**src/hdl/tmr_pkg.sv**
```systemverilog
// Purpose: constants for the eight-bit timer with shared prescaler
// Assumes: registers reached over a plain address/strobe port
// Notes: offsets are word indices on the local port
package tmr_pkg;
	localparam int unsigned ADDR_W = 4;
	localparam int unsigned DATA_W = 8;
	// register offsets
	localparam logic [3:0] OFF_COUNT = 4'h0;
	localparam logic [3:0] OFF_OPTION = 4'h1;
	localparam logic [3:0] OFF_INTCTL = 4'h2;
	localparam logic [3:0] OFF_STATUS = 4'h3;
	// option register fields
	localparam int unsigned OPT_PS_LSB = 0;
	localparam int unsigned OPT_PS_W = 3;
	localparam int unsigned OPT_ASSIGN = 3;
	localparam int unsigned OPT_EDGE = 4;
	localparam int unsigned OPT_SOURCE = 5;
	localparam logic [7:0] OPTION_RESET = 8'hFF;
	// interrupt control fields
	localparam int unsigned INT_FLAG = 2;
	localparam int unsigned INT_ENABLE = 5;
	localparam logic [7:0] INTCTL_RESET = 8'h00;
	localparam logic [7:0] INTCTL_MASK = 8'h24;
	// status register fields
	localparam int unsigned ST_INHIBIT = 0;
	localparam int unsigned ST_SLEEP = 1;
	localparam int unsigned ST_ASSIGNED = 2;
	// cycles of suppressed counting after a count write
	localparam logic [1:0] WRITE_HOLD_CYCLES = 2'h2;
	localparam logic [7:0] COUNT_RESET = 8'h00;
	localparam logic [7:0] COUNT_MAX = 8'hFF;
endpackage

```
**src/hdl/tmr_edge_sync.sv**
```systemverilog
// Purpose: brings the external count pin into core_clk and finds edges
// Assumes: pin is asynchronous to core_clk
// Notes: stage one is read by stage two only
`timescale 1ns/10ps
module tmr_edge_sync (
	input wire logic core_clk,
	input wire logic rst_b,
	input wire logic clk_en,
	input wire logic pin_in,
	input wire logic fall_sel,
	output logic edge_pulse
);
	typedef struct packed {
		logic s1;
		logic s2;
		logic s3;
	} sync_s;
	sync_s q, d;

	always_comb begin
		d = q;
		d.s1 = pin_in;
		d.s2 = q.s1;
		d.s3 = q.s2;
	end

	always_ff @(posedge core_clk) begin
		if (!rst_b) begin
			q <= '0;
		end else if (clk_en) begin
			q <= d;
		end
	end

	// rising when select low, falling when high
	assign edge_pulse = fall_sel ? (q.s3 & ~q.s2) : (~q.s3 & q.s2);
endmodule // tmr_edge_sync

```
**src/hdl/tmr_prescaler.sv**
```systemverilog
// Purpose: eight-bit power-of-two divider
// Assumes: input pulses are single cycles of core_clk
// Notes: contents are never visible on the register port
`timescale 1ns/10ps
module tmr_prescaler #(
	parameter int unsigned WIDTH = 8
) (
	input wire logic core_clk,
	input wire logic rst_b,
	input wire logic clk_en,
	input wire logic clear,
	input wire logic tick_in,
	input wire logic [2:0] ratio_sel,
	output logic tick_out
);
	typedef struct packed {
		logic [WIDTH-1:0] cnt;
	} div_s;
	div_s q, d;
	logic [WIDTH-1:0] mask;
	logic [WIDTH-1:0] nxt;

	// ratio 2^(sel+1): output when low sel+1 bits all ones
	always_comb begin
		mask = (WIDTH'(2) << ratio_sel) - WIDTH'(1);
		nxt = q.cnt + WIDTH'(1);
		tick_out = tick_in & ((q.cnt & mask) == mask);
		d = q;
		if (clear) begin
			d.cnt = '0;
		end else if (tick_in) begin
			d.cnt = nxt;
		end
	end

	always_ff @(posedge core_clk) begin
		if (!rst_b) begin
			q <= '0;
		end else if (clk_en) begin
			q <= d;
		end
	end
endmodule // tmr_prescaler

```
**src/hdl/eight_bit_timer.sv**
```systemverilog
// Purpose: eight-bit timer/counter with shared prescaler
// Assumes: core_clk is the instruction-cycle clock
// Notes: watchdog logic lives elsewhere; it only sees wdt_tick
//
// Functional notes
// - Source select low counts every instruction cycle.
// - A count write suppresses counting for the next two cycles.
// - Source select high counts edges on the external pin.
// - Edge select low picks rising edges, high picks falling.
// - The prescaler serves this counter or the watchdog, never both.
// - Assign bit clear gives the prescaler to the counter, set to watchdog.
// - Software can neither read nor write the prescaler contents.
// - The prescaler is an eight-bit divider with a software ratio.
// - Ratios 1:2 through 1:256 in powers of two are offered.
// - The count wraps from its maximum to zero as the interrupt event.
// - Each wrap sets the wrap flag; a clear enable bit masks the irq.
// - The timer is halted during sleep.
`timescale 1ns/10ps
module eight_bit_timer (
	input wire logic core_clk,
	input wire logic rst_b,
	input wire logic clk_en,
	input wire logic [3:0] reg_addr,
	input wire logic [7:0] reg_wdata,
	input wire logic reg_wr,
	input wire logic reg_rd,
	output logic [7:0] reg_rdata,
	input wire logic external_count_pin,
	input wire logic sleep_mode,
	input wire logic wdt_timeout_in,
	output logic wdt_tick,
	output logic wrap_irq
);
	//////////////////////////////////////////////////////////////////////
	typedef struct packed {
		logic [7:0] count;
		logic [7:0] option;
		logic wrap_flag;
		logic wrap_irq_enable;
		logic [1:0] hold;
		logic [7:0] rdata;
		logic sleep_s1;
		logic sleep_s2;
	} tmr_s;
	tmr_s q, d;

	function automatic logic hit(input logic [3:0] a, input logic [3:0] o);
		hit = (a == o);
	endfunction

	logic count_source_select;
	logic count_edge_select_bit;
	logic divider_assign_bit;
	logic ext_edge;
	logic src_tick;
	logic pre_in;
	logic pre_out;
	logic pre_clear;
	logic inc;
	logic wr_count;
	logic halted;

	assign count_source_select = q.option[tmr_pkg::OPT_SOURCE];
	assign count_edge_select_bit = q.option[tmr_pkg::OPT_EDGE];
	assign divider_assign_bit = q.option[tmr_pkg::OPT_ASSIGN];
	assign wr_count = reg_wr & hit(reg_addr, tmr_pkg::OFF_COUNT);
	// sleep comes from another power domain; synchronise it
	assign halted = q.sleep_s2;

	//////////////////////////////////////////////////////////////////////
	tmr_edge_sync u_sync (
		.core_clk(core_clk),
		.rst_b(rst_b),
		.clk_en(clk_en),
		.pin_in(external_count_pin),
		.fall_sel(count_edge_select_bit),
		.edge_pulse(ext_edge)
	);

	always_comb begin
		if (halted) begin
			src_tick = 1'b0;
		end else if (count_source_select) begin
			src_tick = ext_edge;
		end else begin
			src_tick = 1'b1;
		end
	end

	// one divider, steered by the assign bit only
	assign pre_in = divider_assign_bit ? wdt_timeout_in : src_tick;
	assign pre_clear = wr_count & ~divider_assign_bit;

	tmr_prescaler #(
		.WIDTH(8)
	) u_pre (
		.core_clk(core_clk),
		.rst_b(rst_b),
		.clk_en(clk_en),
		.clear(pre_clear),
		.tick_in(pre_in),
		.ratio_sel(q.option[tmr_pkg::OPT_PS_LSB +: tmr_pkg::OPT_PS_W]),
		.tick_out(pre_out)
	);

	// watchdog sees divided ticks only when assigned there
	assign wdt_tick = divider_assign_bit ? pre_out : wdt_timeout_in;

	// write-hold blocks even a pending prescaler output
	assign inc = (divider_assign_bit ? src_tick : pre_out)
		& (q.hold == 2'h0);

	//////////////////////////////////////////////////////////////////////
	always_comb begin
		d = q;
		d.sleep_s1 = sleep_mode;
		d.sleep_s2 = q.sleep_s1;
		if (q.hold != 2'h0) begin
			d.hold = q.hold - 2'h1;
		end
		if (inc) begin
			d.count = q.count + 8'h01;
			if (q.count == tmr_pkg::COUNT_MAX) begin
				d.count = tmr_pkg::COUNT_RESET;
			end
		end
		if (reg_wr) begin
			if (hit(reg_addr, tmr_pkg::OFF_COUNT)) begin
				d.count = reg_wdata;
				d.hold = tmr_pkg::WRITE_HOLD_CYCLES;
			end
			if (hit(reg_addr, tmr_pkg::OFF_OPTION)) begin
				d.option = reg_wdata;
			end
			if (hit(reg_addr, tmr_pkg::OFF_INTCTL)) begin
				d.wrap_flag = reg_wdata[tmr_pkg::INT_FLAG];
				d.wrap_irq_enable = reg_wdata[tmr_pkg::INT_ENABLE];
			end
		end
		// a wrap in the clearing cycle still sets the flag
		if (inc && q.count == tmr_pkg::COUNT_MAX) begin
			d.wrap_flag = 1'b1;
		end
		d.rdata = 8'h00;
		if (reg_rd) begin
			case (reg_addr)
				tmr_pkg::OFF_COUNT: d.rdata = q.count;
				tmr_pkg::OFF_OPTION: d.rdata = q.option;
				tmr_pkg::OFF_INTCTL: begin
					d.rdata[tmr_pkg::INT_FLAG] = q.wrap_flag;
					d.rdata[tmr_pkg::INT_ENABLE] = q.wrap_irq_enable;
				end
				tmr_pkg::OFF_STATUS: begin
					d.rdata[tmr_pkg::ST_INHIBIT] = (q.hold != 2'h0);
					d.rdata[tmr_pkg::ST_SLEEP] = halted;
					d.rdata[tmr_pkg::ST_ASSIGNED] = ~divider_assign_bit;
				end
				// prescaler has no address; unmapped reads return zero
				default: d.rdata = 8'h00;
			endcase
		end
	end

	always_ff @(posedge core_clk) begin
		if (!rst_b) begin
			q.count <= tmr_pkg::COUNT_RESET;
			q.option <= tmr_pkg::OPTION_RESET;
			q.wrap_flag <= 1'b0;
			q.wrap_irq_enable <= 1'b0;
			q.hold <= 2'h0;
			q.rdata <= 8'h00;
			q.sleep_s1 <= 1'b0;
			q.sleep_s2 <= 1'b0;
		end else if (clk_en) begin
			q <= d;
		end
	end

	assign reg_rdata = q.rdata;
	assign wrap_irq = q.wrap_flag & q.wrap_irq_enable;
endmodule // eight_bit_timer

```
**config.mk**
```make
export PLATFORM = sky130hd
export DESIGN_NAME = eight_bit_timer
export DESIGN_NICKNAME = d
export VERILOG_FILES = /design/src/hdl/tmr_pkg.sv /design/src/hdl/tmr_edge_sync.sv /design/src/hdl/tmr_prescaler.sv /design/src/hdl/eight_bit_timer.sv
export SDC_FILE = /design/constraint.sdc
export NUM_CORES = 1
export LEC_CHECK = 0
export ABC_AREA = 0
export BUFFER_PORTS_ARGS = -buffer_cell sky130_fd_sc_hd__clkbuf_2
export CORE_MARGIN = 3
export CORE_UTILIZATION = 57
export DETAILED_ROUTE_END_ITERATION = 10
export GPL_ROUTABILITY_DRIVEN = 0
export PLACE_DENSITY = 0.79
export SLEW_MARGIN = 30
export SYNTH_ARGS = -nofsm -noshare
export SYNTH_HDL_FRONTEND = slang
export SYNTH_SLANG_ARGS = --single-unit
```
**constraint.sdc**
```tcl
create_clock -name core_clk -period 2.67 [get_ports core_clk]
set_clock_uncertainty 0.2 [all_clocks]
set_input_delay 0.267 -clock core_clk [delete_from_list [all_inputs] [get_ports core_clk]]
set_output_delay 0.267 -clock core_clk [all_outputs]
set_load 0.03 [all_outputs]
```
======== After elaboration in Yosys (flattened, before gate mapping) ========
Index checks and enable logic that the tools add are counted.
storage, ports and cells
  register bits after elaboration ......... 41
  logic and storage cells ................. 67
  RAM bits ................................ 0
  input port bits ......................... 20
  memories ................................ 0
  bits in latches ......................... 0
  ROM bits ................................ 0
cells by class
  multiplexer cells ....................... 23
  div/mod/pow operators ................... 0
  eq/ne operators ......................... 5
  shifts and indexed selects .............. 1
  $add $sub $neg .......................... 4
  order comparisons ....................... 0
  multiply operators ...................... 0
  reduce and logical (&&, ||, !) cells .... 11
  bitwise operators ....................... 11
operator list
  kind                 number
  $mux 8               7
  $mux 20              1
  $add 8x1->8 const B  2
  $reduce_and 3->1     3
  $and 8x8->8          1
  $eq 4x2->1 const B   2
  $eq 8x8->1           1
  $eq 8x8->1 const B   1
  $pmux 2 s2           2
  $reduce_bool 2->1    4
  $shl 2x3->8 const A  1
  $sub 8x2->8 const B  1
  $and 1x1->1          7
  $mux 1               7
  $mux 2               3
  $pmux 2 s3           1
  $eq 4x1->1 const B   1
  $logic_not 4->1      1
  $pmux 1 s4           1
  $not 1->1            3
  $pmux 1 s3           1
  $logic_not 2->1      1
  $reduce_and 2->1     1
  $sub 2x1->2 const B  1
  $logic_and 1x1->1    1

======== Longest topological paths before layout ========
Gate-level depths: netlist of the first run.
  word-level depth ........................ 13
  depth in mapped cells ................... 11
  depth with buffers taken out ............ 9

======== By module ========
A second synthesis of the first run with hierarchy kept.
unflattened totals
  cells, all modules ...................... 291
  area total of the unflattened synthesis .. 2388.5 um2
by module, submodules not included
  module           instances  cells each  area each (um2)
  eight_bit_timer  1          208         1721.7
  tmr_prescaler    1          71          539.3
  tmr_edge_sync    1          12          127.6

======== Worst setup path before layout of the first run ========
Ideal clock, no wire load.
  path kind ............................... reg2out
  start ................................... register q[16] (netlist name)
  end ..................................... output wdt_tick
  arrival ................................. 2.046 ns
  cell stages (with the launch flop) ...... 9
  data required time ...................... 2.203 ns
  path slack .............................. 0.157 ns
  cell sequence ........................... dfxtp_1 > buf_4 > nor2_1 > nand2_1 > ha_1 > o21ai_0 > a311oi_2 > nand2_1 > a21boi_0
on the way
  word-level cells in the longest chain between the ends .. 6
ends and longest elaborated chain
  item             line                    source
  from (decl)      eight_bit_timer.sv:45   tmr_s q, d;
  $shl 2x3->8 (*)  tmr_prescaler.sv:25     mask = (WIDTH'(2) << ratio_sel) - WIDTH'(1);
  $sub 8x2->8 (*)  tmr_prescaler.sv:25
  $and 8x8->8      tmr_prescaler.sv:27     tick_out = tick_in & ((q.cnt & mask) == mask);
  $eq 8x8->1 (*)   tmr_prescaler.sv:27
  $and 1x1->1 (*)  tmr_prescaler.sv:27
  $mux 1 (*)       eight_bit_timer.sv:107  assign wdt_tick = divider_assign_bit ? pre_out : wdt_timeout_in;
  to (decl)        eight_bit_timer.sv:31   output logic wdt_tick,
Every way passes the cells marked *; elsewhere a longest branch is shown, timed or not.

======== Final worst setup path of the first run ========
  start ................................... register q[15] (netlist name)
  end ..................................... output wdt_tick
The elaborated chain is that of the path after synthesis.

==> results of run 1 <==
==> path summary, 6_finish.rpt <==
kind,startpoint,end,slack (ns),cells past startpoint
worst max register to register,q[15],q[23],0.14,8
worst max-delay path,q[15],wdt_tick,0.12,8
worst min register to register,q[20],q[20],0.28,2
worst min-delay path,reg_wdata[3],divider_assign_bit,0.01,3
==> flip-flops by register name, summed over array words and instances (netlist names) <==
register,cells
q,17
reg_rdata,8
u_pre.q,8
u_sync.d,2
count_edge_select_bit,1
count_source_select,1
d,1
divider_assign_bit,1
halted,1
u_sync.q,1
==> power by group <==
part	switching, mW	internal (mW)	leakage (nW)
registers	0.00944	0.620	0.331
logic	0.0667	0.0458	0.744
clock network	0.202	0.186	0.0395
==> critical path: cells and delay by family (launching register included) <==
kind / cells / cell delay [ns]
AND/OR/NAND/NOR: 3 / 0.29
flip-flops: 1 / 0.31
adder cells (fa/ha/maj): 1 / 0.28
AO/OA/AOI/OAI: 3 / 0.67
buffers and inverters: 1 / 0.24
==> cells in the mapped netlist (all sizes together), types with 2 or more instances <==
| cell type | count |
|---|---|
| nor2 | 37 |
| ha | 3 |
| buf | 18 |
| a311o | 3 |
| nand4b | 2 |
| nand3 | 13 |
| inv | 8 |
| mux2i | 22 |
| or3b | 2 |
| nand2b | 4 |
| xnor2 | 5 |
| nand4 | 5 |
| and4 | 3 |
| o311ai | 4 |
| a21oi | 11 |
| or4 | 4 |
| nand2 | 25 |
| nor2b | 3 |
| o211ai | 3 |
| dfxtp | 41 |
| clkbuf | 7 |
| and3 | 4 |
| o21ai | 13 |
| a22oi | 5 |
| nor3 | 9 |
| a22o | 5 |
| a31oi | 4 |
==> cell families (layout without fill, tap and decap cells) <==
kind of cell / count (synthesis) / after routing
buffers and inverters: 33 / 58
flip-flops: 41 / 41
XOR/XNOR: 5 / 5
AND/OR/NAND/NOR: 117 / 117
adder cells (fa/ha/maj): 3 / 3
multiplexers: 24 / 24
AO/OA/AOI/OAI: 59 / 59
==> per-layer routing <==
metal / track usage / up-vias
li1: - / 1060
met2: 0.364 / 96
met1: 0.309 / 1033
met3: 0.0561 / 15
met5: 0 / -
met4: 0.0894 / 0
==> per-stage QoR <==
stage / power, mW / instance area [um^2] / instances / setup TNS (ns) / utilization
after floorplan: 0.711 / 2350 / 282 / 0 / -
after global placement: 0.751 / 2490 / 345 / 0 / 0.651
after detailed placement: 0.753 / 2490 / 345 / -0.00690 / 0.651
after CTS: 1.14 / 2580 / 353 / 0 / 0.675
after global routing: 1.17 / 2600 / 355 / 0 / 0.679
final: 1.13 / 2600 / 355 / 0 / 0.679
==> layout make-up <==
type                       count  area [um^2]  share of cell area
timing repair buffer          42          243              0.0934
sequential                    41          822               0.316
tap                           48         60.1              0.0231
clock buffer                   8         80.1              0.0308
inverter                       8         30.0              0.0116
multi-input combinational    208         1360               0.525
==> timing repair <==
action,in CTS,in global routing
resized for setup,1,1
gates cloned,0,0
endpoints found under the setup margin,1,4
pin swaps,0,1
buffers inserted,0,2
==> flow_metrics.py, run 1 <==
metrics = {
    "synth": {
        "synth_seq_area_share": 0.349,
        "synth_cell_types": 55,
        "synth_seq_cells": 41,
        "synth.avg_cell_area_um2": 8.34,
        "ys_top_cells_by_area": "dfxtp_1 (35%), mux2i_1 (9.4%), nor2_1 (5.9%), nand2_1 (4.0%), buf_4 (2.9%)",
        "syn-num-nets": 305,
        "synthCells": 282,
        "synth_top_area_frac": 0.349,
        "synth_top_area_cell": "dfxtp_1",
        "synth_ff_type": "dfxtp_1",
        "synth-compound-area-share": 0.183,
        "synthMuxAreaShare": 0.108,
        "synth_edf_count": 0,
        "netlist_area_um2": 2350,
        "synthArstFlopShare": 0,
        "synthAdderAreaFrac": 0.0160,
        "synth_top_family_by_area": "simple AND/OR/NAND/NOR gates",
        "ys.warnings.count": 0,
        "synth_simple_gate_area_frac": 0.249,
        "synthXorXnorAreaFrac": 0.0186,
    },
    "final_layout": {
        "n_antenna_cell": 0,
        "fillCellCount": 333,
        "drive_gt1_frac": 0.189,
        "nNetsFinal": 329,
        "syn_to_final_growth_pct": 10.4,
        "final_cell_mix": "dfxtp_1 (40), nor2_1 (37), clkbuf_2 (29)",
        "layout_commonest_cell": "dfxtp_1",
    },
    "sta": {
        "rsz0062_at_grt": "false",
        "slew_headroom": 0.683,
        "hold_violations": 0,
        "fin_ws_ns": 0.118,
        "fin_crit_ns": 2.55,
        "drv_slew": 0,
        "finalSetupViolCount": 0,
        "hold_slack_ns": 0.00984,
        "final.period_utilization": 0.956,
        "fmax_ghz": 0.392,
        "tightest_slew_ns": 0.475,
    },
    "worst_setup_path": {
        "critPathLaunchType": "register",
        "worstSetupEndpointType": "output port",
        "criticalPathCategory": "reg -> out",
        "critPathMaxFanout": 2,
        "crit_slowest_cell": "a311oi_2",
        "crit_chain": "nor2_1 > nand2_1 > ha_1 > o21ai_0 > a311oi_2 > nand2_1 > a21boi_0 > clkbuf_2",
        "cp_slowest_stage_delay_ns": 0.38,
        "crit_top_cell": "nand2_1",
        "crit_arrival_ns": 2.09,
        "critical_path_required_ns": 2.20,
    },
    "placement": {
        "portBuffers": 29,
        "dp_hpwl_mm": 4.05,
        "post-place-ws_ns": -0.00690,
    },
    "clock_network": {
        "h-tree-depth": 2,
        "root_buffer": "clkbuf_8",
        "clk_pin_slew_ns": 0.07,
        "cts_sinks": 41,
        "cts_tree": "yes",
        "cts_made_buffers": 5,
        "clockBufferDepth": 2,
        "ctsHoldBuffers": 0,
        "clock_latency_ns": 0.29,
    },
    "route": {
        "wl_met1_mm": 2.48,
        "drc_errors": 0,
        "ant_nets": 0,
        "dr.pass1.iters": 7,
        "wire_per_inst_um": 15.7,
        "routed.top_layer": "met4",
        "routed_wl_mm": 5.56,
        "via_per_inst": 6.21,
        "drt_iter0_markers": 144,
        "wl_met3_um": 443,
        "via_count": 2204,
        "route.met2.wl_mm": 2.52,
    },
    "floorplanning": {
        "die_w_um": 70.2,
        "rows": 22,
        "die_h_um": 70.2,
        "dieArea_um2": 4930,
        "num_io_pins": 30,
        "coreArea_um2": 3830,
        "start_util": 0.615,
    },
    "pwr": {
        "p_leak_nw": 1.11,
        "vdd_drop_max_mv": 0.317,
        "powerDensity_nw_per_um2": 435,
    },
    "hold_path": {
        "hold_class": "in -> reg",
    },
    "run_status": {
        "status": "complete, no violations",
    },
    "global_routing": {
        "grt_pass1_wl_mm": 9.25,
        "grt_pass1_vias": 1986,
        "grt.total_usage": 0.233,
        "grt_max_degree": 21,
        "gr-total-overflow": 0,
        "antenna_found_initial": 0,
    },
    "job": {
        "maxCapViolCount": 0,
    },
}
Power figures use the tool's default switching activity.
==> run 2: changes to the inputs <==
Settings changed: PLACE_DENSITY 0.79 to 0.75.
==> run 2 against run 1 <==
Against the previous run: the run now ends with hold timing left; via count is 1.6% lower; global-route usage increased by 0.12 points; critical endpoint unchanged; critical path depth is the same; highest routed layer unchanged.
==> flow_metrics.py, run 2 (synthesis results as in run 1) <==
metrics = {
    "worst_setup_path": {
        "crit_arrival_ns": 2.06,
        "critical_path_required_ns": 2.20,
        "criticalPathCategory": "reg -> out",
        "crit_chain": "nor2_1 > nand2_1 > ha_1 > o21ai_0 > a311oi_2 > nand2_1 > a21boi_0 > clkbuf_2",
        "crit_slowest_cell": "dfxtp_1",
        "crit_top_cell": "nand2_1",
        "critPathMaxFanout": 2,
        "critPathLaunchType": "register",
        "worstSetupEndpointType": "output port",
        "cp_slowest_stage_delay_ns": 0.32,
        "reg2reg_slack_ns": 0.18,
    },
    "global_routing": {
        "antenna_found_initial": 0,
        "grt_pass1_wl_mm": 9.36,
        "grt_max_degree": 20,
        "grt_pass1_vias": 2013,
        "gr-total-overflow": 0,
        "grt.total_usage": 0.234,
    },
    "route": {
        "drt_iter0_markers": 183,
        "via_count": 2169,
        "dr.pass1.iters": 4,
        "wire_per_inst_um": 15.8,
        "ant_nets": 0,
        "drc_errors": 0,
        "via_per_inst": 6.08,
        "routed_wl_mm": 5.64,
    },
    "clock_network": {
        "cts_tree": "yes",
        "clk_pin_slew_ns": 0.08,
        "cts_sinks": 41,
        "cts_made_buffers": 5,
        "clockBufferDepth": 2,
        "root_buffer": "clkbuf_8",
        "h-tree-depth": 2,
        "clock_latency_ns": 0.29,
    },
    "floorplanning": {
        "dieArea_um2": 4930,
        "start_util": 0.615,
        "rows": 22,
        "die_w_um": 70.2,
        "coreArea_um2": 3830,
        "num_io_pins": 30,
        "die_h_um": 70.2,
    },
    "pwr": {
        "p_clk_frac": 0.443,
        "powerDensity_nw_per_um2": 501,
        "p_leak_nw": 1.15,
        "p_int_mw": 1.04,
        "swShare": 0.222,
        "combPwrFrac": 0.086,
        "net-switching-power_mw": 0.297,
        "vdd_drop_max_mv": 0.276,
        "pwr-share-seq": 0.471,
    },
    "sta": {
        "slew_headroom": 0.692,
        "rsz0062_at_grt": "false",
        "hold_violations": 1,
        "hold_slack_ns": -0.000208,
        "fmax_ghz": 0.396,
        "final.period_utilization": 0.945,
        "fin_crit_ns": 2.52,
        "tightest_slew_ns": 0.461,
        "tns_ns": 0,
        "drv_slew": 0,
        "finalSetupViolCount": 0,
    },
    "final_layout": {
        "final_cell_mix": "dfxtp_1 (40), nor2_1 (37), clkbuf_2 (29)",
        "largest_reg_flops": 17,
        "layout_commonest_cell": "dfxtp_1",
        "syn_to_final_growth_pct": 13.6,
        "drive_gt1_frac": 0.197,
        "n_antenna_cell": 0,
        "nNetsFinal": 331,
        "regMostFlops": "q",
    },
    "run_status": {
        "status": "finished with violations",
        "violations": "hold timing",
    },
    "placement": {
        "dp_hpwl_mm": 4.11,
        "portBuffers": 29,
    },
    "job": {
        "maxCapViolCount": 0,
    },
    "hold_path": {
        "hold_class": "in -> reg",
    },
}
run 2: changes by cell type in the layout (fill, tap and decap cells not counted), sizes merged:
cell / delta
clkbuf: -3
bufinv: +2
dlygate4sd3: +2
clkinv: +1
run 2: through the flow:
| step | area, um^2 | instances | util | worst slack, ns | power [mW] |
|---|---|---|---|---|---|
| 2_1_floorplan | 2350 | 282 | - | 0.157 | 0.711 |
| 3_3_place_gp | 2500 | 347 | 0.655 | 0.164 | 0.754 |
| 3_5_place_dp | 2500 | 347 | 0.655 | 0.0663 | 0.755 |
| 4_1_cts | 2660 | 357 | 0.695 | 0.0173 | 1.34 |
| 5_1_grt | 2670 | 357 | 0.698 | 0.00560 | 1.38 |
| 6_report | 2670 | 357 | 0.698 | 0.147 | 1.34 |
run 2: cell type report:
cell class                      instances  area (um^2)
Clock inverter                          3         65.1
Timing Repair Buffer                   44          263
Sequential cell                        41          822
Multi-Input combinational cell        208         1360
Tap cell                               48         60.1
Inverter                                8         30.0
Clock buffer                            5         68.8
Fill cell                             333         1150
run 2: final timing paths:
kind / from / to / depth (start not counted)
worst min register to register: q[21] / q[21] / 2
worst min-delay path: external_count_pin / u_sync.d[1] / 3
worst max register to register: q[15] / q[23] / 8
worst max-delay path: q[15] / wdt_tick / 8
run 2: metal layers:
layer  global-route usage  wire, um
met5                    0         0
met4               0.0979        88
met3               0.0590       419
met2                0.359      2610
met1                0.312      2520
run 2: power by group through the flow:
stage / logic [mW] / registers, mW / clock network, mW
after floorplan: 0.0707 / 0.641 / 0
after global placement: 0.111 / 0.643 / 0
after detailed placement: 0.111 / 0.644 / 0
after CTS: 0.114 / 0.629 / 0.598
after global routing: 0.127 / 0.631 / 0.621
final: 0.115 / 0.630 / 0.592
run 2: worst max-delay path: cells and delay by family, from the launching register on:
| kind | cells | cell delay, ns |
|---|---|---|
| and+or+nand+nor | 3 | 0.35 |
| buffers and inverters | 1 | 0.23 |
| DFF | 1 | 0.32 |
| adders and majority gates | 1 | 0.29 |
| AOI/OAI and AO/OA | 3 | 0.59 |
run 2: repair_timing:
action	4_1_cts	5_1_grt
hold endpoints to repair	2	0
buffers inserted	0	0
resized for setup	0	2
hold buffers	2	0
endpoints found under the setup margin	0	8
